<file path="src/pkg/isie_consts.svh">
`ifndef ISIE_CONSTS_SVH
`define ISIE_CONSTS_SVH

// ************************************************************
// opcode fields
// ************************************************************
`define ISIE_OP_MOVS        8'hEB
`define ISIE_OP_PUSH        8'hFA
`define ISIE_OP_SUB         8'hE9
`define ISIE_OP_CALL_VIA_WORKING_REGISTER       16'h0014
`define ISIE_W2_PREFIX      4'hF
`define ISIE_MOVS_KIND_BIT  7
`define ISIE_SUB_RET_SEL    2'h3
`define ISIE_PC_STEP        21'h000002

// ************************************************************
// addressing
// ************************************************************
`define ISIE_OFFSET_MAX     8'h5F
`define ISIE_ACCESS_SPLIT   8'h80
`define ISIE_ACCESS_HI_BASE 4'hF
`define ISIE_IND_SPAN       12'h005
`define ISIE_IND0_BASE      12'hFEB
`define ISIE_IND1_BASE      12'hFE3
`define ISIE_IND2_BASE      12'hFDB

// ************************************************************
// reset values
// ************************************************************
`define ISIE_FSR_RESET      12'h000
`define ISIE_ZERO_DATA      8'h00

`endif

</file>
<file path="src/pkg/isie_pkg.sv">
package isie_pkg;

    typedef enum logic [1:0] {
        ST_IDLE,
        ST_MOV2,
        ST_NOP2
    } isie_state_t;

    typedef logic [11:0] isie_addr_t;
    typedef logic [20:0] isie_pc_t;

endpackage

</file>
<file path="src/isie_core.sv">
// What this block does
// [RL1] call via working register pushes and jumps
// [RL2] indexed-to-file source is pointer plus offset
// [RL3] indexed-to-file decoded as two prefixed words
// [RL4] indexed-to-indexed decoded as two prefixed words
// [RL5] both indexed addresses are pointer plus offsets
// [RL6] moves reach the whole 4096-byte space
// [RL7] program never targets counter or stack bytes
// [RL8] indirect source address reads back zero
// [RL9] indirect indexed destination makes a no-operation
// [RL10] moves: two words, read then write
// [RL11] push literal writes then decrements pointer
// [RL12] push literal recognised by upper opcode byte
// [RL13] subtract six-bit literal from selected pointer
// [RL14] select three subtracts then returns, two cycles
// [RL15] extension also enables indexed offset addressing
// [RL16] extension off: access bit picks bank
// [RL17] low access operands become stack pointer offsets
// [RL18] operands above threshold keep access meaning
// [RL19] zero stack pointer reproduces access addressing
// [RL20] destination select bit keeps its meaning
// [RL21] extension active only with enable bit set
`timescale 1ns/1ps
`include "isie_consts.svh"

module isie_core (
    // clock and reset
    input  wire logic              clk_i,
    input  wire logic              resetn_i,
    // configuration
    input  wire logic              extension_enable_bit_i,
    // instruction stream
    input  wire logic              instr_valid_i,
    input  wire logic [15:0]       instr_i,
    // core state
    input  wire logic [7:0]        working_register_i,
    input  wire isie_pkg::isie_pc_t pc_i,
    input  wire logic [7:0]        program_counter_high_latch_i,
    input  wire logic [4:0]        program_counter_upper_latch_i,
    input  wire isie_pkg::isie_pc_t return_stack_top_i,
    input  wire logic [3:0]        bank_select_register_i,
    // standard byte/bit operand
    input  wire logic              std_valid_i,
    input  wire logic [7:0]        std_file_i,
    input  wire logic              std_access_i,
    input  wire logic              std_dest_i,
    // data memory
    input  wire logic [7:0]        rd_data_i,
    output logic                   rd_en_o,
    output isie_pkg::isie_addr_t   rd_addr_o,
    output logic                   wr_en_o,
    output isie_pkg::isie_addr_t   wr_addr_o,
    output logic [7:0]             wr_data_o,
    // pointers
    output isie_pkg::isie_addr_t   indirect_pointer0_o,
    output isie_pkg::isie_addr_t   indirect_pointer1_o,
    output isie_pkg::isie_addr_t   stack_pointer_register_o,
    // program flow
    output logic                   pc_load_o,
    output isie_pkg::isie_pc_t     pc_target_o,
    output logic                   ret_push_o,
    output isie_pkg::isie_pc_t     ret_push_data_o,
    output logic                   ret_pop_o,
    output logic                   busy_o,
    // standard operand result
    output logic                   std_addr_valid_o,
    output isie_pkg::isie_addr_t   std_addr_o,
    output logic                   std_dest_to_work_o
);
    import isie_pkg::*;

    // ************************************************************
    // state
    // ************************************************************
    isie_state_t state, next_state;
    isie_addr_t  indirect_pointer [3];
    isie_addr_t  next_fsr [3];
    logic        mov_indexed, next_mov_indexed;
    logic        src_indirect, next_src_indirect;
    logic        next_rd_en, next_wr_en, next_pc_load, next_ret_push, next_ret_pop;
    isie_addr_t  next_rd_addr, next_wr_addr, next_std_addr;
    logic [7:0]  next_wr_data;
    isie_pc_t    next_pc_target, next_ret_push_data;
    logic        next_std_valid, next_std_dest;
    logic        next_busy;

    // indirect register windows sit at the top of the data space
    function automatic logic is_indirect(input isie_addr_t a);
        is_indirect = (a >= `ISIE_IND0_BASE && a < `ISIE_IND0_BASE + `ISIE_IND_SPAN)
                   || (a >= `ISIE_IND1_BASE && a < `ISIE_IND1_BASE + `ISIE_IND_SPAN)
                   || (a >= `ISIE_IND2_BASE && a < `ISIE_IND2_BASE + `ISIE_IND_SPAN);
    endfunction

    // ************************************************************
    // decode
    // ************************************************************
    logic       ext_on;
    logic       dec_movs, dec_push, dec_sub, dec_call_via_working_register, w2_ok;
    isie_addr_t src_addr, dst_addr;
    logic [1:0] sub_sel;

    assign ext_on    = extension_enable_bit_i;                              // RL21
    assign dec_movs  = ext_on && instr_i[15:8] == `ISIE_OP_MOVS;            // RL3 RL4
    assign dec_push  = ext_on && instr_i[15:8] == `ISIE_OP_PUSH;            // RL12
    assign dec_sub   = ext_on && instr_i[15:8] == `ISIE_OP_SUB;             // RL13
    assign dec_call_via_working_register = ext_on && instr_i == `ISIE_OP_CALL_VIA_WORKING_REGISTER;                 // RL1
    assign sub_sel   = instr_i[7:6];
    assign w2_ok     = instr_i[15:12] == `ISIE_W2_PREFIX;                   // RL3 RL4
    // 12-bit sum wraps inside the data space, so every address is reachable
    assign src_addr  = 12'(indirect_pointer[2] + {5'h00, instr_i[6:0]});                 // RL2 RL5 RL6
    assign dst_addr  = mov_indexed ? 12'(indirect_pointer[2] + {5'h00, instr_i[6:0]})    // RL5
                                   : instr_i[11:0];                         // RL2 RL6

    // ************************************************************
    // next-state logic
    // ************************************************************
    always_comb begin
        next_state         = state;
        next_fsr           = indirect_pointer;
        next_mov_indexed   = mov_indexed;
        next_src_indirect  = src_indirect;
        next_rd_en         = 1'b0;
        next_rd_addr       = rd_addr_o;
        next_wr_en         = 1'b0;
        next_wr_addr       = wr_addr_o;
        next_wr_data       = wr_data_o;
        next_pc_load       = 1'b0;
        next_pc_target     = pc_target_o;
        next_ret_push      = 1'b0;
        next_ret_push_data = ret_push_data_o;
        next_ret_pop       = 1'b0;
        case (state)
            ST_IDLE: begin
                if (instr_valid_i) begin
                    if (dec_movs) begin
                        // source read in first cycle
                        next_mov_indexed  = instr_i[`ISIE_MOVS_KIND_BIT];  // RL3 RL4
                        next_rd_en        = 1'b1;                          // RL10
                        next_rd_addr      = src_addr;
                        next_src_indirect = is_indirect(src_addr);         // RL8
                        next_state        = ST_MOV2;
                    end else if (dec_push) begin
                        next_wr_en   = 1'b1;                               // RL11
                        next_wr_addr = indirect_pointer[2];
                        next_wr_data = instr_i[7:0];
                        next_fsr[2]  = 12'(indirect_pointer[2] - 12'h001);              // RL11
                    end else if (dec_sub) begin
                        if (sub_sel == `ISIE_SUB_RET_SEL) begin
                            next_fsr[2]    = 12'(indirect_pointer[2] - {6'h00, instr_i[5:0]}); // RL14
                            next_pc_load   = 1'b1;                         // RL14
                            next_pc_target = return_stack_top_i;
                            next_ret_pop   = 1'b1;
                            next_state     = ST_NOP2;
                        end else begin
                            next_fsr[sub_sel] =
                                12'(indirect_pointer[sub_sel] - {6'h00, instr_i[5:0]}); // RL13
                        end
                    end else if (dec_call_via_working_register) begin
                        next_ret_push      = 1'b1;                         // RL1
                        next_ret_push_data = 21'(pc_i + `ISIE_PC_STEP);
                        next_pc_load       = 1'b1;
                        next_pc_target     = {program_counter_upper_latch_i,
                                              program_counter_high_latch_i,
                                              working_register_i};
                        next_state         = ST_NOP2;
                    end
                end
            end
            ST_MOV2: begin
                // hold the read until the second word shows up
                next_rd_en = 1'b1;
                if (instr_valid_i) begin
                    next_rd_en   = 1'b0;
                    next_state   = ST_IDLE;
                    next_wr_addr = dst_addr;
                    next_wr_data = src_indirect ? `ISIE_ZERO_DATA : rd_data_i; // RL8
                    // a malformed second word aborts without writing
                    next_wr_en   = w2_ok && !(mov_indexed && is_indirect(dst_addr)); // RL9 RL10
                end
            end
            ST_NOP2: begin
                next_state = ST_IDLE;                                      // RL14
            end
            default: begin
                next_state = ST_IDLE;
            end
        endcase
        next_busy = next_state != ST_IDLE;
    end

    // standard operand mapping, one address per request
    always_comb begin
        next_std_valid = std_valid_i;
        next_std_dest  = !std_dest_i;                                      // RL20
        if (std_access_i) begin
            next_std_addr = {bank_select_register_i, std_file_i};          // RL16
        end else if (ext_on && std_file_i <= `ISIE_OFFSET_MAX) begin
            next_std_addr = 12'(indirect_pointer[2] + {4'h0, std_file_i});              // RL15 RL17 RL19
        end else if (std_file_i < `ISIE_ACCESS_SPLIT) begin
            next_std_addr = {4'h0, std_file_i};                            // RL16 RL18
        end else begin
            next_std_addr = {`ISIE_ACCESS_HI_BASE, std_file_i};            // RL16 RL18
        end
    end

    // ************************************************************
    // registers
    // ************************************************************
    always_ff @(posedge clk_i or negedge resetn_i) begin
        if (!resetn_i) begin
            state              <= ST_IDLE;
            indirect_pointer[0]             <= `ISIE_FSR_RESET;
            indirect_pointer[1]             <= `ISIE_FSR_RESET;
            indirect_pointer[2]             <= `ISIE_FSR_RESET;
            mov_indexed        <= 1'b0;
            src_indirect       <= 1'b0;
            rd_en_o            <= 1'b0;
            rd_addr_o          <= 12'h000;
            wr_en_o            <= 1'b0;
            wr_addr_o          <= 12'h000;
            wr_data_o          <= 8'h00;
            pc_load_o          <= 1'b0;
            pc_target_o        <= 21'h000000;
            ret_push_o         <= 1'b0;
            ret_push_data_o    <= 21'h000000;
            ret_pop_o          <= 1'b0;
            busy_o             <= 1'b0;
            std_addr_valid_o   <= 1'b0;
            std_addr_o         <= 12'h000;
            std_dest_to_work_o <= 1'b0;
        end else begin
            state              <= next_state;
            indirect_pointer                <= next_fsr;
            mov_indexed        <= next_mov_indexed;
            src_indirect       <= next_src_indirect;
            rd_en_o            <= next_rd_en;
            rd_addr_o          <= next_rd_addr;
            wr_en_o            <= next_wr_en;
            wr_addr_o          <= next_wr_addr;
            wr_data_o          <= next_wr_data;
            pc_load_o          <= next_pc_load;
            pc_target_o        <= next_pc_target;
            ret_push_o         <= next_ret_push;
            ret_push_data_o    <= next_ret_push_data;
            ret_pop_o          <= next_ret_pop;
            busy_o             <= next_busy;
            std_addr_valid_o   <= next_std_valid;
            std_addr_o         <= next_std_addr;
            std_dest_to_work_o <= next_std_dest;
        end
    end

    assign indirect_pointer0_o      = indirect_pointer[0];
    assign indirect_pointer1_o      = indirect_pointer[1];
    assign stack_pointer_register_o = indirect_pointer[2];
endmodule // isie_core

</file>
<file path="config.mk">
export PLATFORM = sky130hd
export DESIGN_NAME = isie_core
export DESIGN_NICKNAME = d
export VERILOG_FILES = /design/src/pkg/isie_pkg.sv /design/src/isie_core.sv
export VERILOG_INCLUDE_DIRS = /design/src /design/src/pkg
export SDC_FILE = /design/constraint.sdc
export NUM_CORES = 1
export LEC_CHECK = 0
export BUFFER_PORTS_ARGS = -buffer_cell sky130_fd_sc_hd__buf_2
export CAP_MARGIN = 10
export CORE_UTILIZATION = 25
export DETAILED_ROUTE_END_ITERATION = 8
export GPL_TIMING_DRIVEN = 0
export PLACE_DENSITY = 0.47
export SYNTH_ARGS = -nofsm -noshare
export SYNTH_HDL_FRONTEND = slang
export SYNTH_SLANG_ARGS = --single-unit
</file>
<file path="constraint.sdc">
create_clock -name clk_i -period 3.97 [get_ports clk_i]
set_input_delay 0.794 -clock clk_i [delete_from_list [all_inputs] [get_ports clk_i]]
set_output_delay 0.794 -clock clk_i [all_outputs]
set_load 0.02 [all_outputs]
</file>
Yosys cells after proc, flatten, opt, wreduce, memory -nomap -nowiden

Index checks and enable logic that the tools add are counted.

Add/subtract/negate cells: 6
Magnitude comparators: 16
Equality and inequality tests: 12
Mux-type cells: 61
Bitwise gates (word level): 5
Reductions and logical operators: 31

Operators with widths:

| kind                    | count |
|---|---|
| $mux W12                | 14 |
| $ge A12 B12 Y1 const B  | 6 |
| $lt A12 B12 Y1 const B  | 6 |
| $mux W21                | 3 |
| $mux W8                 | 5 |
| $bwmux W36              | 1 |
| $bmux W12 S2            | 1 |
| $demux W12 S2           | 1 |
| $eq A8 B8 Y1 const B    | 3 |
| $mux W1                 | 24 |
| $pmux W12 S2            | 1 |
| $sub A12 B6 Y12         | 2 |
| $add A21 B2 Y21 const B | 1 |
| $reduce_and A6 Y1       | 3 |
| $eq A16 B5 Y1 const B   | 1 |
| $pmux W8 S2             | 1 |
| $logic_and A1 B1 Y1     | 14 |
| $mux W2                 | 7 |
| $add A12 B7 Y12         | 1 |
| $add A12 B8 Y12         | 1 |
| $sub A12 B1 Y12 const B | 1 |
| $le A8 B7 Y1 const B    | 1 |
| $lt A8 B8 Y1 const B    | 1 |
| $ne A2 B2 Y1 const B    | 4 |
| other kinds (17)        | 28 |

Bits in registers: 134
Bits of input ports: 106
Logic and storage cells: 151

Logic depth before layout (Yosys ltp)

Gate-level depths: netlist of run 1.

Depth after elaboration: 11
Gate-level depth with buffers: 15
Depth with buffers taken out: 13

Least setup slack after synthesis of run 1

Ideal clock, no wire load.

Path type: input-to-reg
Start: in instr_i[6]
End: reg indirect_pointer, in the netlist stack_pointer_register_o[11]
Data arrival time: 3.594 ns
Setup slack: 0.258 ns
Stages on the path: 13
Path buffers: 3
Path through: buf_4 > buf_2 > buf_1 > mux2i_1 > o21ai_0 > ha_1 > nor2b_1 > o31a_1 > o31ai_1 > nand3_1 > xnor2_1 > mux2_2 > a21o_1

Longest elaborated chain between the ends: 9

RTL lines:

| element                                                                      | line                               | source |
|---|---|---|
| start, declared                                                              | isie_core.sv:34                    | `input wire logic [15:0] instr_i,` |
| $not A2 Y3 (implied by the code)                                             | isie_core.sv:155, isie_core.sv:156 |  |
| $bmux W12 S2, or another cell as far along                                   | isie_core.sv:156                   | `12'(indirect_pointer[sub_sel] - {6'h00, instr_i[5:0]});` |
| $mux W12 (implied by the code) / $logic_and A1 B1 Y1 (equally long branches) | isie_core.sv:156, isie_core.sv:155 |  |
| $mux W12 (on tied branches)                                                  | isie_core.sv:156, isie_core.sv:155 |  |
| $sub A12 B6 Y12 / $demux W12 S2 (equally long branches)                      | isie_core.sv:156, isie_core.sv:155 |  |
| $bwmux W36                                                                   | isie_core.sv:155                   | `next_fsr[sub_sel] =` |
| $mux W12 (*)                                                                 | isie_core.sv:148                   | `` if (sub_sel == `ISIE_SUB_RET_SEL) begin `` |
| $mux W12 (*)                                                                 | isie_core.sv:147                   | `end else if (dec_sub) begin` |
| $mux W12 (*)                                                                 | isie_core.sv:142                   | `end else if (dec_push) begin` |
| end signal, assigned                                                         | isie_core.sv:233                   | `indirect_pointer <= next_fsr;` |
| end, declared                                                                | isie_core.sv:76                    | `isie_addr_t indirect_pointer [3];` |

Mark *: on every way between the ends. The rest lies on a longest branch, timed or not. The select of a mux whose other input is x is not followed.
A chain may end at the register's enable or synchronous reset.

Final worst setup path of run 1

Ends and elaborated chain as after synthesis.

==> results of run 1 <==
routing by layer:
metal	track usage (%)	vias to the layer above	wire length, um
met2	26.90	225	13020
met3	4.530	24	1843
met1	22.95	3610	13040
li1	-	3641	-
met4	4.941	0	396
met5	0	-	0
power by group through the flow:
stage,clock network [uW],registers [uW],logic [uW]
after floorplan,0,1510,277
after global placement,0,1470,569
after detailed placement,0,1470,575
after CTS,1710,1450,577
after global routing,1770,1450,631
final,1660,1450,571
cells by family after synthesis:
logic type / after synthesis
DFF: 134
AOI/OAI and AO/OA: 224
adders and majority gates: 34
muxes: 77
buffers and inverters: 74
and+or+nand+nor: 292
xor gates and xnor gates: 52
synthesized netlist by cell type (all sizes together), types with 2 or more instances:
cell type and n:
and2 3, or3 5, a211oi 8, o21bai 2, and3 7, nor3 18, o21a 10, o2bb2ai 3
nor4 14, dfrtp 134, nand4 4, nor2 73, xor2 19, o221ai 2, nand3b 3, o31ai 4
buf 19, clkbuf 30, fa 4, nand3 17, or3b 2, a21oi 67, nor3b 12, or2 2
nand2b 12, o2111ai 2, mux2i 46, o31a 2, o21ai 98, nand2 97, a211o 2, mux2 31
a21o 6, a31oi 3, nor2b 17, a31o 2, ha 30, xnor2 33, o211ai 6, inv 25
and4 2
through the flow:
step	power [uW]	hold slack (ns)	setup WS (ns)	cell area (sq um)	util (%)
3_5_place_dp	2049	0.4649	-0.7590	9906	31.15
4_1_cts	3735	0.3265	0.01518	10510	33.04
3_3_place_gp	2042	0.4601	-0.7561	9872	31.04
2_1_floorplan	1790	0.4984	0.2581	8152	-
5_1_grt	3857	0.3431	0.1126	10510	33.05
6_report	3674	0.3176	0.2666	10510	33.05
flip-flops by register name, indices dropped and copies added, names as in the netlist, 2 cells and up:
signal	flops
indirect_pointer0_o	12
std_addr_o	12
indirect_pointer1_o	12
ret_push_data_o	21
rd_addr_o	12
pc_target_o	21
state	2
wr_addr_o	12
stack_pointer_register_o	12
wr_data_o	8
timing repair:
item / in CTS / in global routing
pin swaps: 0 / 0
endpoints found under the setup margin: 15 / 10
gates resized for setup: 1 / 2
hold buffers: 0 / 0
area by class of cell:
cell class	instances	share of cell area, %
Clock buffer	18	4.179
Sequential cell	134	31.90
Timing Repair Buffer	236	11.51
Clock inverter	14	1.536
Tap cell	435	5.179
Buffer	47	2.012
Multi-Input combinational cell	679	42.79
Inverter	25	0.8929
path summary, 6_finish.rpt:
| check | slack (ns) | startpoint | to |
|---|---|---|---|
| max | 0.27 | instr_i[6] | stack_pointer_register_o[11]$_DFFE_PN0P_ |
| min | 0.32 | resetn_i | std_addr_valid_o$_DFF_PN0_ |
| max reg2reg | 0.84 | stack_pointer_register_o[2]$_DFFE_PN0P_ | wr_addr_o[11]$_DFFE_PN0P_ |
| min reg2reg | 0.48 | wr_addr_o[5]$_DFFE_PN0P_ | wr_addr_o[5]$_DFFE_PN0P_ |
| max in group asynchronous | 2.82 | resetn_i | std_addr_o[2]$_DFF_PN0_ |
| min in group clk_i | 0.48 | wr_addr_o[5]$_DFFE_PN0P_ | wr_addr_o[5]$_DFFE_PN0P_ |
==> impl_results.md, run 1 <==
* Crit path kind: in -> reg
* Layout cells sized above 1 at 28.71%
* H-tree depth at 4
* Post-synthesis compound-gate area fraction at 16.27%
* Routability cong. at between 0.8 and 0.9
* Synth Register Bits at approximately 130
* Seq pwr share at around two fifths
* Comb pwr share at between 10% and 20%
* Most used DFF post-synth: dfrtp_1
* Simple-Gate Fraction of Synth Area at 17.65%
* Most frequent cells in the layout: buf_2 (244), dfrtp_1 (134), nand2_1 (97), o21ai_0 (94), nor2_1 (72)
* Synth top area share at approximately 41%
* Clk Latency, worst-skew pair at 0.44 ns
* Status: completed
* Seq/Total Area, Yosys at 41.14%
* Finished Layout Cells at 1588
* Synth Instances at slightly below 900
* Area of the multi-input gates at 4497 sq um
* Post-synth EDFFs at 0
* Clk slew on worst S/H paths at 0.06 ns
* Core Area at about 32000 sq um
* Initial Util at 25.63%
* Fin crit share at between 90% and 100%
* Bufs on Longest Clock Path at 2
* Post-DR wirelength/cell at between 15 and 20 um
* Synthesized net count at 1027
* Stages on the worst setup path at 13
* Layout fillers at roughly 3400
* Relative slew slack at 50.91%
* Psw at 1095 uW
* Clock Sinks at 134
* Clock power frac at a little under half
* Count of final hold-check violations at 0
* Distinct cells, synth at 65
* Gr ovfl total at 0
* Critical path's largest stage delay at between 0.3 and 0.4 ns
* Top post-synthesis cells by area: dfrtp_1 (41%), o21ai_0 (5.8%), mux2i_1 (5.6%), ha_1 (4.6%), nand2_1 (4.5%)
* Worst setup SP type: primary input
* Cell taking the most area after synthesis: dfrtp_1
* Worst-path cell chain: buf_2 > buf_4 > buf_2 > mux2i_1 > o21ai_0 > ha_1 > nor2b_1 > o31a_1 > o31ai_1 > nand3_1 > xnor2_1 > mux2_2 > a21o_1
* 1st-iter DRT viols at about 450
* IO Count at 236
* Worst EP required at roughly 4.3 ns
* Arr. time, crit path at roughly 4.0 ns
* Setup Viol. Count Final at 0
* Sw Share at between 20% and 30%
* Worst min path class: in -> async
* Largest net degree at the start of global routing at 80
* Largest family of logic cells by synthesized area: simple AND/OR/NAND/NOR gates
* Site row count at 65
* Most common library cell in the layout ignoring fill and taps: buf_2
* Tot GR Track Use at 17.12%
* Vias per std cell at 4.723
* Slowest CP cell: buf_2
* CP Max Fanout at 19
* Clk root buf: clkbuf_16
* DP HPWL at 21990 um
* Final Slew Violations at 0
* CP endpoint kind: flip-flop
* Area grow syn2layout at 28.93%
* RSZ-0062 raised after global routing: false
* Ys Warns at 0
* Mux cell area share after synthesis at under 10%
* First-pass GRT wire length at 43280 um
* Initial antenna violation count at 0
* TritonCTS clock tree: yes
* Pwr per Cell Area at approximately 350 nW/um^2
* Synth Area in XOR/XNOR at approximately 5.6%
* Avg Inst Size Synth at around 9.2 sq um
* Vias in the first global route at 7426
* Setup TNS at 0 ns
* Int Power at 2579 uW
* Worst path buffer plus inverter count at 3
* Peak VDD IR at 0.0002851 V
* Synthesized area at 8152 sq um
* Die Ht at 182.6 um
* FF+latch area at 3353 sq um
* Remaining routing DRC violations at 0
* Max Cap Viol at 0
* Die Wd at 182.6 um
* PortBufs at 235
* Via count of the routed design at 7500
* Layout Nets at 1280
* Antenna cells at 0
* Die Area at 33330 sq um
* CP top delay family: compound AO/OA/AOI/OAI gates
* Total Routed Length at ~28000 um
* Inserted Clock Buffers at 17
* Fmax at around 270 MHz
* Initial DRT Pass Iterations at 5
* Slew @ Worst Pin at roughly 0.74 ns
* Inst Count DP at 1558
* Worst R2R Path Depth at 9
* Clk_skew at 0.01207 ns
* Adder-Cell Fraction of Synth Area at under 10%
* Cell repeated most along the worst path: buf_2
* Period minus WS final at 3.703 ns
* Leak at 0.005096 uW
* Asr flop ratio synth at 100.0%
* Detail Route Antenna Nets at 0
* Post-CTS Repair Setup Buffers at 0
(Power assumes the default switching activity.)
==> inputs of run 2 (changes only) <==
Settings changed: CTS_CLUSTER_SIZE set to 8.
Clock period 3.97 ns to 3.9 ns, I/O delays scaled along.
==> impl_results.md, run 2 (synthesis gave the netlist of run 1 again) <==
* Vias per std cell at 4.720 (was 4.723)
* Critical path's largest stage delay at 0.39 ns (about the same)
* Count of final hold-check violations at 0 (unchanged)
* Largest net degree at the start of global routing at 80 (unchanged)
* CP Max Fanout at 19 (unchanged)
* Pwr per Cell Area at 355.8 nW/um^2 (was 349.6 nW/um^2)
* Via count of the routed design at 7495 (was 7500)
* Max Cap Viol at 0 (unchanged)
* Peak VDD IR at 0.0002902 V (was 0.0002851 V)
* 1st-iter DRT viols at 453 (was 452)
* Die Area at 33330 sq um (unchanged)
* RSZ-0062 raised after global routing: false (unchanged)
* Worst setup SP type: primary input (unchanged)
* Tot GR Track Use at 17.12% (unchanged)
* Reg2reg start: stack_pointer_register_o[2]$_DFFE_PN0P_ (unchanged)
* Area of the multi-input gates at 4497 sq um (unchanged)
* Total Routed Length at 28290 um (about the same)
* FF-to-FF setup slack at 0.77 ns (was 0.84 ns)
* FF+latch area at 3353 sq um (unchanged)
* TritonCTS clock tree: yes (unchanged)
* Die Ht at 182.6 um (unchanged)
* Most frequent cells in the layout: buf_2 (243), dfrtp_1 (134), nand2_1 (97), o21ai_0 (94), nor2_1 (72) (was buf_2 (244), dfrtp_1 (134), nand2_1 (97), o21ai_0 (94), nor2_1 (72))
* PortBufs at 235 (unchanged)
* Slowest CP cell: o31ai_1 (was buf_2)
* Die Wd at 182.6 um (unchanged)
* Slew @ Worst Pin at 0.7364 ns (unchanged)
* Leak at 0.005097 uW (was 0.005096 uW)
* Status: completed (unchanged)
* Post-DR wirelength/cell at 17.81 um (was 17.82 um)
* Gr ovfl total at 0 (unchanged)
* Layout cells sized above 1 at 28.71% (unchanged)
* Post-CTS Repair Setup Buffers at 0 (unchanged)
* Site row count at 65 (unchanged)
* Area grow syn2layout at 28.96% (was 28.93%)
* Cell repeated most along the worst path: buf_4 (was buf_2)
* Setup TNS at 0 ns (unchanged)
* Layout fillers at 3447 (was 3448)
* Worst path buffer plus inverter count at 3 (unchanged)
* Worst-path cell chain: buf_2 > buf_4 > buf_4 > mux2i_1 > o21ai_0 > ha_1 > nor2b_1 > o31a_1 > o31ai_1 > nand3_1 > xnor2_1 > mux2_2 > a21o_1 (was buf_2 > buf_4 > buf_2 > mux2i_1 > o21ai_0 > ha_1 > nor2b_1 > o31a_1 > o31ai_1 > nand3_1 > xnor2_1 > mux2_2 > a21o_1)
* Final Slew Violations at 0 (unchanged)
* Remaining routing DRC violations at 0 (unchanged)
* Worst EP required at 4.22 ns (was 4.29 ns)
* Place WS at -0.8150 ns (was -0.7590 ns)
* Worst R2R Path Depth at 9 (unchanged)
* Layout Nets at 1280 (unchanged)
* Vias in the first global route at 7426 (unchanged)
* Most common library cell in the layout ignoring fill and taps: buf_2 (unchanged)
* Clk_skew at 0.01207 ns (unchanged)
* Inserted Clock Buffers at 17 (unchanged)
* Antenna cells at 0 (unchanged)
* Top flop regs: pc_target_o x21, ret_push_data_o x21 (unchanged)
* Initial Util at 25.63% (unchanged)
* Period minus WS final at 3.568 ns
* IO Count at 236 (unchanged)
* Fmax at 280.3 MHz
* Core Area at 31800 sq um (unchanged)
* Relative slew slack at 50.91% (unchanged)
* Routability cong. at 0.8354 (unchanged)
* Clock Sinks at 134 (unchanged)
* DP HPWL at 21990 um (unchanged)
* Worst setup startpoint: instr_i[6] (unchanged)
* Clk Latency, worst-skew pair at 0.44 ns (about the same)
* Detail Route Antenna Nets at 0 (unchanged)
* CP endpoint kind: flip-flop (unchanged)
* Initial DRT Pass Iterations at 5 (unchanged)
* Clk root buf: clkbuf_16 (unchanged)
* Worst min path class: in -> async (unchanged)
* Clk slew on worst S/H paths at 0.06 ns (about the same)
* Setup Viol. Count Final at 0 (unchanged)
* Worst Slack Setup Final at 0.3320 ns (was 0.2666 ns)
* First-pass GRT wire length at 43280 um (unchanged)
* Reg2reg end: wr_addr_o[11]$_DFFE_PN0P_ (unchanged)
* Crit path kind: in -> reg (unchanged)
* Fin crit share at 91.49%
* CP top delay family: compound AO/OA/AOI/OAI gates (unchanged)
* H-tree depth at 4 (unchanged)
* Bufs on Longest Clock Path at 2 (unchanged)
* Initial antenna violation count at 0 (unchanged)
* Arr. time, crit path at 3.89 ns (was 4.02 ns)
-- run 2: cell counts in the layout (fill, tap and decap cells not counted) --
Identical to the previous run, type by type.
-- run 2: worst max-delay path by stage --
| stage | endpoint | slack, ns | cells after the start |
|---|---|---|---|
| final | stack_pointer_register_o[11]$_DFFE_PN0P_ | 0.33 | 13 |
| after global routing | wr_addr_o[11]$_DFFE_PN0P_ | 0.12 | 12 |
| after CTS | stack_pointer_register_o[8]$_DFFE_PN0P_ | 0.03 | 15 |
| after detailed placement | stack_pointer_register_o[11]$_DFFE_PN0P_ | -0.81 | 14 |
| after global placement | stack_pointer_register_o[11]$_DFFE_PN0P_ | -0.81 | 14 |
| after floorplan | stack_pointer_register_o[11]$_DFFE_PN0P_ | 0.20 | 13 |
-- run 2: metal layers --
metal | part of all wire [%] | wire, um | track usage [%]
met1 | 46 | 13030 | 22.95
met2 | 46 | 13020 | 26.90
met3 | 6.5 | 1843 | 4.530
met4 | 1.4 | 396 | 4.941
met5 | 0 | 0 | 0
-- run 2: timing repair --
item / in CTS / in global routing
endpoints found under the hold margin: 0 / 0
setup endpoints to repair: 17 / 11
gates resized for setup: 2 / 2
pin swaps: 0 / 0
cloned: 0 / 0
hold buffers: 0 / 0
-- run 2: area by class of cell --
type	count	area share [%]
Inverter	25	0.8926
Timing Repair Buffer	236	11.51
Clock buffer	18	4.178
Tap cell	435	5.177
Buffer	47	2.035
Clock inverter	14	1.535
Sequential cell	134	31.90
Multi-Input combinational cell	679	42.78
-- run 2: stage by stage --
step	utilization (%)	area (sq um)	std cells	total power, uW	hold WS, ns
detailed placement	31.15	9906	1558	2086	0.4649
finish	33.06	10510	1588	3740	0.3036
CTS	33.05	10510	1590	3802	0.3125
floorplan	-	8152	887	1822	0.4844
global route	33.06	10510	1588	3926	0.3291
global placement	31.04	9872	1557	2079	0.4601
-- run 2: where the power goes --
group          total (uW)  switching [uW]  internal [uW]
registers            1470            41.6           1430
clock network        1690             711            975
logic                 581             362            219
==> inputs of run 3 (changes only) <==
Settings changed: ABC_AREA set to 1.
==> impl_results.md, run 3 <==
* Worst min path class: in -> async (unchanged)
* Synth Instances at 1113 (was 887)
* Die Wd at 184.9 um (was 182.6 um)
* FF+latch area at 3353 sq um (unchanged)
* Critical path's largest stage delay at 0.42 ns (was 0.39 ns)
* Setup TNS at 0 ns (unchanged)
* Synth Register Bits at 134 (unchanged)
* Slowest CP cell: clkbuf_1 (was o31ai_1)
* Hold buffer count at CTS at 0 (unchanged)
* Worst R2R Path Depth at 16 (was 9)
* Post-CTS Repair Setup Buffers at 0 (unchanged)
* Synthesized net count at 1253 (was 1027)
* Inserted Clock Buffers at 17 (unchanged)
* PortBufs at 235 (unchanged)
* Site row count at 66 (was 65)
* Vias per std cell at 4.550 (was 4.720)
* Pwr per Cell Area at 346.9 nW/um^2 (was 355.8 nW/um^2)
* Leak at 0.005830 uW (was 0.005097 uW)
* Core Area at 32700 sq um (was 31800 sq um)
* Slew @ Worst Pin at 0.7613 ns (was 0.7364 ns)
* Final Slew Violations at 0 (unchanged)
* Tot GR Track Use at 17.70% (was 17.12%)
* Status: completed (unchanged)
* Worst setup SP type: primary input (unchanged)
* Max Cap Viol at 0 (unchanged)
* 1st-iter DRT viols at 466 (was 453)
* Via count of the routed design at 8304 (was 7495)
* Clk root buf: clkbuf_16 (unchanged)
* Ys Warns at 0 (unchanged)
* Layout Nets at 1508 (was 1280)
* Crit path kind: in -> reg (unchanged)
* Most used DFF post-synth: dfrtp_1 (unchanged)
* DR WL met3 at 1362 um (was 1843 um)
* Fmax at 274.7 MHz (was 280.3 MHz)
* Largest net degree at the start of global routing at 89 (was 80)
* Synthesized area at 8366 sq um (was 8152 sq um)
* Synth top area share at 40.08% (was 41.14%)
* Area grow syn2layout at 28.00% (was 28.96%)
* Avg Inst Size Synth at 7.516 sq um (was 9.190 sq um)
* Most common library cell in the layout ignoring fill and taps: nand2_1 (was buf_2)
* H-tree depth at 4 (unchanged)
* Worst-path cell chain: buf_2 > inv_2 > nor2_4 > inv_1 > clkbuf_1 > nor2_1 > a221oi_1 > ha_1 > inv_1 > fa_1 > nand3_1 > nand2_1 > a21o_1 > nand2_1 > nand2_1 > o21bai_1 > nand3_1 > nand2_1 > nand2_1 > a21oi_1 (was buf_2 > buf_4 > buf_4 > mux2i_1 > o21ai_0 > ha_1 > nor2b_1 > o31a_1 > o31ai_1 > nand3_1 > xnor2_1 > mux2_2 > a21o_1)
* Peak VDD IR at 0.0002867 V (was 0.0002902 V)
* Vias in the first global route at 7977 (was 7426)
* Die Area at 34200 sq um (was 33330 sq um)
* Initial Util at 25.58% (was 25.63%)
* Layout cells sized above 1 at 22.23% (was 28.71%)
* Clk_skew at 0.01240 ns (was 0.01207 ns)
* Distinct cells, synth at 48 (was 65)
* Total Routed Length at 29650 um (was 28290 um)
* CP Max Fanout at 10 (was 19)
* Top post-synthesis cells by area: dfrtp_1 (40%), nand2_1 (13%), inv_1 (5.2%), nand3_1 (4.7%), ha_1 (4.5%) (was dfrtp_1 (41%), o21ai_0 (5.8%), mux2i_1 (5.6%), ha_1 (4.6%), nand2_1 (4.5%))
* Post-synth EDFFs at 0 (unchanged)
* Post-DR wirelength/cell at 16.25 um (was 17.81 um)
* Post-CTS resize count at 0 (was 2)
* WL met2 at 13450 um (was 13020 um)
* Clk slew on worst S/H paths at 0.06 ns (about the same)
* CP endpoint kind: flip-flop (unchanged)
* Cell repeated most along the worst path: nand2_1 (was buf_4)
* Detail Route Antenna Nets at 0 (unchanged)
* Top cells by count, synth: nand2_1 (299), dfrtp_1 (134), inv_1 (115) (was dfrtp_1 (134), nand2_1 (97), o21ai_0 (94))
* Layout fillers at 3614 (was 3447)
* Count of final hold-check violations at 0 (unchanged)
* Clk Latency, worst-skew pair at 0.44 ns (about the same)
* Final core utilization at 32.74% (was 33.06%)
* Relative slew slack at 49.25% (was 50.91%)
* Worst EP required at 4.26 ns (was 4.22 ns)
* First-pass GRT wire length at 45720 um (was 43280 um)
* Period minus WS final at 3.641 ns (was 3.568 ns)
* Met1 WL at 14340 um (was 13030 um)
* Most frequent cells in the layout: nand2_1 (299), buf_2 (245), dfrtp_1 (134), inv_1 (115), nor2_1 (90) (was buf_2 (243), dfrtp_1 (134), nand2_1 (97), o21ai_0 (94), nor2_1 (72))
* Remaining routing DRC violations at 0 (unchanged)
* Top flop regs: pc_target_o x21, ret_push_data_o x21 (unchanged)
* Initial DRT Pass Iterations at 5 (unchanged)
* RSZ-0062 raised after global routing: false (unchanged)
* Gr ovfl total at 0 (unchanged)
* IO Count at 236 (unchanged)
* Finished Layout Cells at 1825 (was 1588)
* Inst Count DP at 1791 (was 1558)
* Fin crit share at 93.36% (was 91.49%)
* TritonCTS clock tree: yes (unchanged)
* Clock Sinks at 134 (unchanged)
* Seq/Total Area, Yosys at 40.08% (was 41.14%)
* Routability cong. at 0.8848 (was 0.8354)
* Arr. time, crit path at 4.00 ns (was 3.89 ns)
* Most common cell in the netlist: nand2_1 (was dfrtp_1)
* Asr flop ratio synth at 100.0% (unchanged)
* Setup Viol. Count Final at 0 (unchanged)
* Die Ht at 184.9 um (was 182.6 um)
* Cell taking the most area after synthesis: dfrtp_1 (unchanged)
* DP HPWL at 23450 um (was 21990 um)
* Area of the multi-input gates at 4372 sq um (was 4497 sq um)
* Bufs on Longest Clock Path at 2 (unchanged)
* Max layer used: met4 (unchanged)
* Initial antenna violation count at 1 (was 0)
run 3: cell count changes in the layout (fill, tap and decap cells not counted), sizes merged, moves of 13 or more:
cell / before / now
mux2i: 46 / 23
a31oi: 3 / 16
mux2: 31 / 0
xnor2: 33 / 10
nor2: 73 / 94
inv: 31 / 128
nand2: 97 / 302
a21oi: 67 / 50
nor2b: 17 / 0
nand3: 17 / 78
run 3: critical path, delay by kind of cell:
family	cells	cell delay, ns
buffers and inverters	5	1.06
and+or+nand+nor	9	0.81
AOI/OAI and AO/OA	4	0.74
adders and majority gates	2	0.60
run 3: cell families (layout without fill, tap and decap cells):
logic type               Yosys count  after routing  share of synthesized area [%]
adder cells (fa/ha/maj)           34             34                          5.444
multiplexers                      23             23                          2.752
other                              0              2                              0
AND/OR/NAND/NOR                  516            516                          26.14
buffers and inverters            160            428                          7.658
XOR/XNOR                          38             38                          3.978
flip-flops                       134            134                          40.08
AO/OA/AOI/OAI                    208            208                          13.94
run 3: where the power goes:
group / internal [uW] / leakage (uW) / switching, uW / total [uW]
Clock: 919 / 0.000270 / 688 / 1610
Combinational: 214 / 0.00377 / 424 / 638
Sequential: 1430 / 0.00179 / 37.5 / 1470
run 3: final cells by class:
cell class	count	share of cell area [%]
Multi-Input combinational cell	819	40.83
Sequential cell	134	31.32
Timing Repair Buffer	236	11.30
Tap cell	442	5.165
Inverter	125	4.382
Clock buffer	20	4.265
Buffer	35	1.601
Clock inverter	12	1.098
Antenna cell	2	0.04674
run 3: final timing paths:
| kind | from | to | slack (ns) |
|---|---|---|---|
| worst max-delay path | instr_i[7] | stack_pointer_register_o[10]$_DFFE_PN0P_ | 0.26 |
| worst min-delay path | resetn_i | indirect_pointer0_o[9]$_DFFE_PN0P_ | 0.28 |
| worst max register to register | stack_pointer_register_o[0]$_DFFE_PN0P_ | stack_pointer_register_o[10]$_DFFE_PN0P_ | 0.89 |
| worst min register to register | ret_push_data_o[0]$_DFFE_PN0P_ | ret_push_data_o[0]$_DFFE_PN0P_ | 0.47 |
| max in group asynchronous | resetn_i | std_addr_valid_o$_DFF_PN0_ | 2.78 |
| min in group clk_i | std_valid_i | std_addr_valid_o$_DFF_PN0_ | 0.46 |
run 3: stage by stage:
stage / hold slack [ns] / area, sq um / total power [uW] / setup WS, ns
2_1_floorplan: 0.4517 / 8366 / 1860 / 0.7008
5_1_grt: 0.2983 / 10710 / 3907 / 0.002546
6_report: 0.2753 / 10710 / 3715 / 0.2591
3_3_place_gp: 0.4525 / 10090 / 2129 / -0.1895
3_5_place_dp: 0.4586 / 10130 / 2137 / -0.1937
4_1_cts: 0.2822 / 10700 / 3763 / 0.2593
run 3: routing by layer:
metal	GRT usage [%]	vias up
met1	24.61	3867
li1	-	4182
met2	27.58	227
met5	0	-
met4	5.157	0
met3	3.500	28
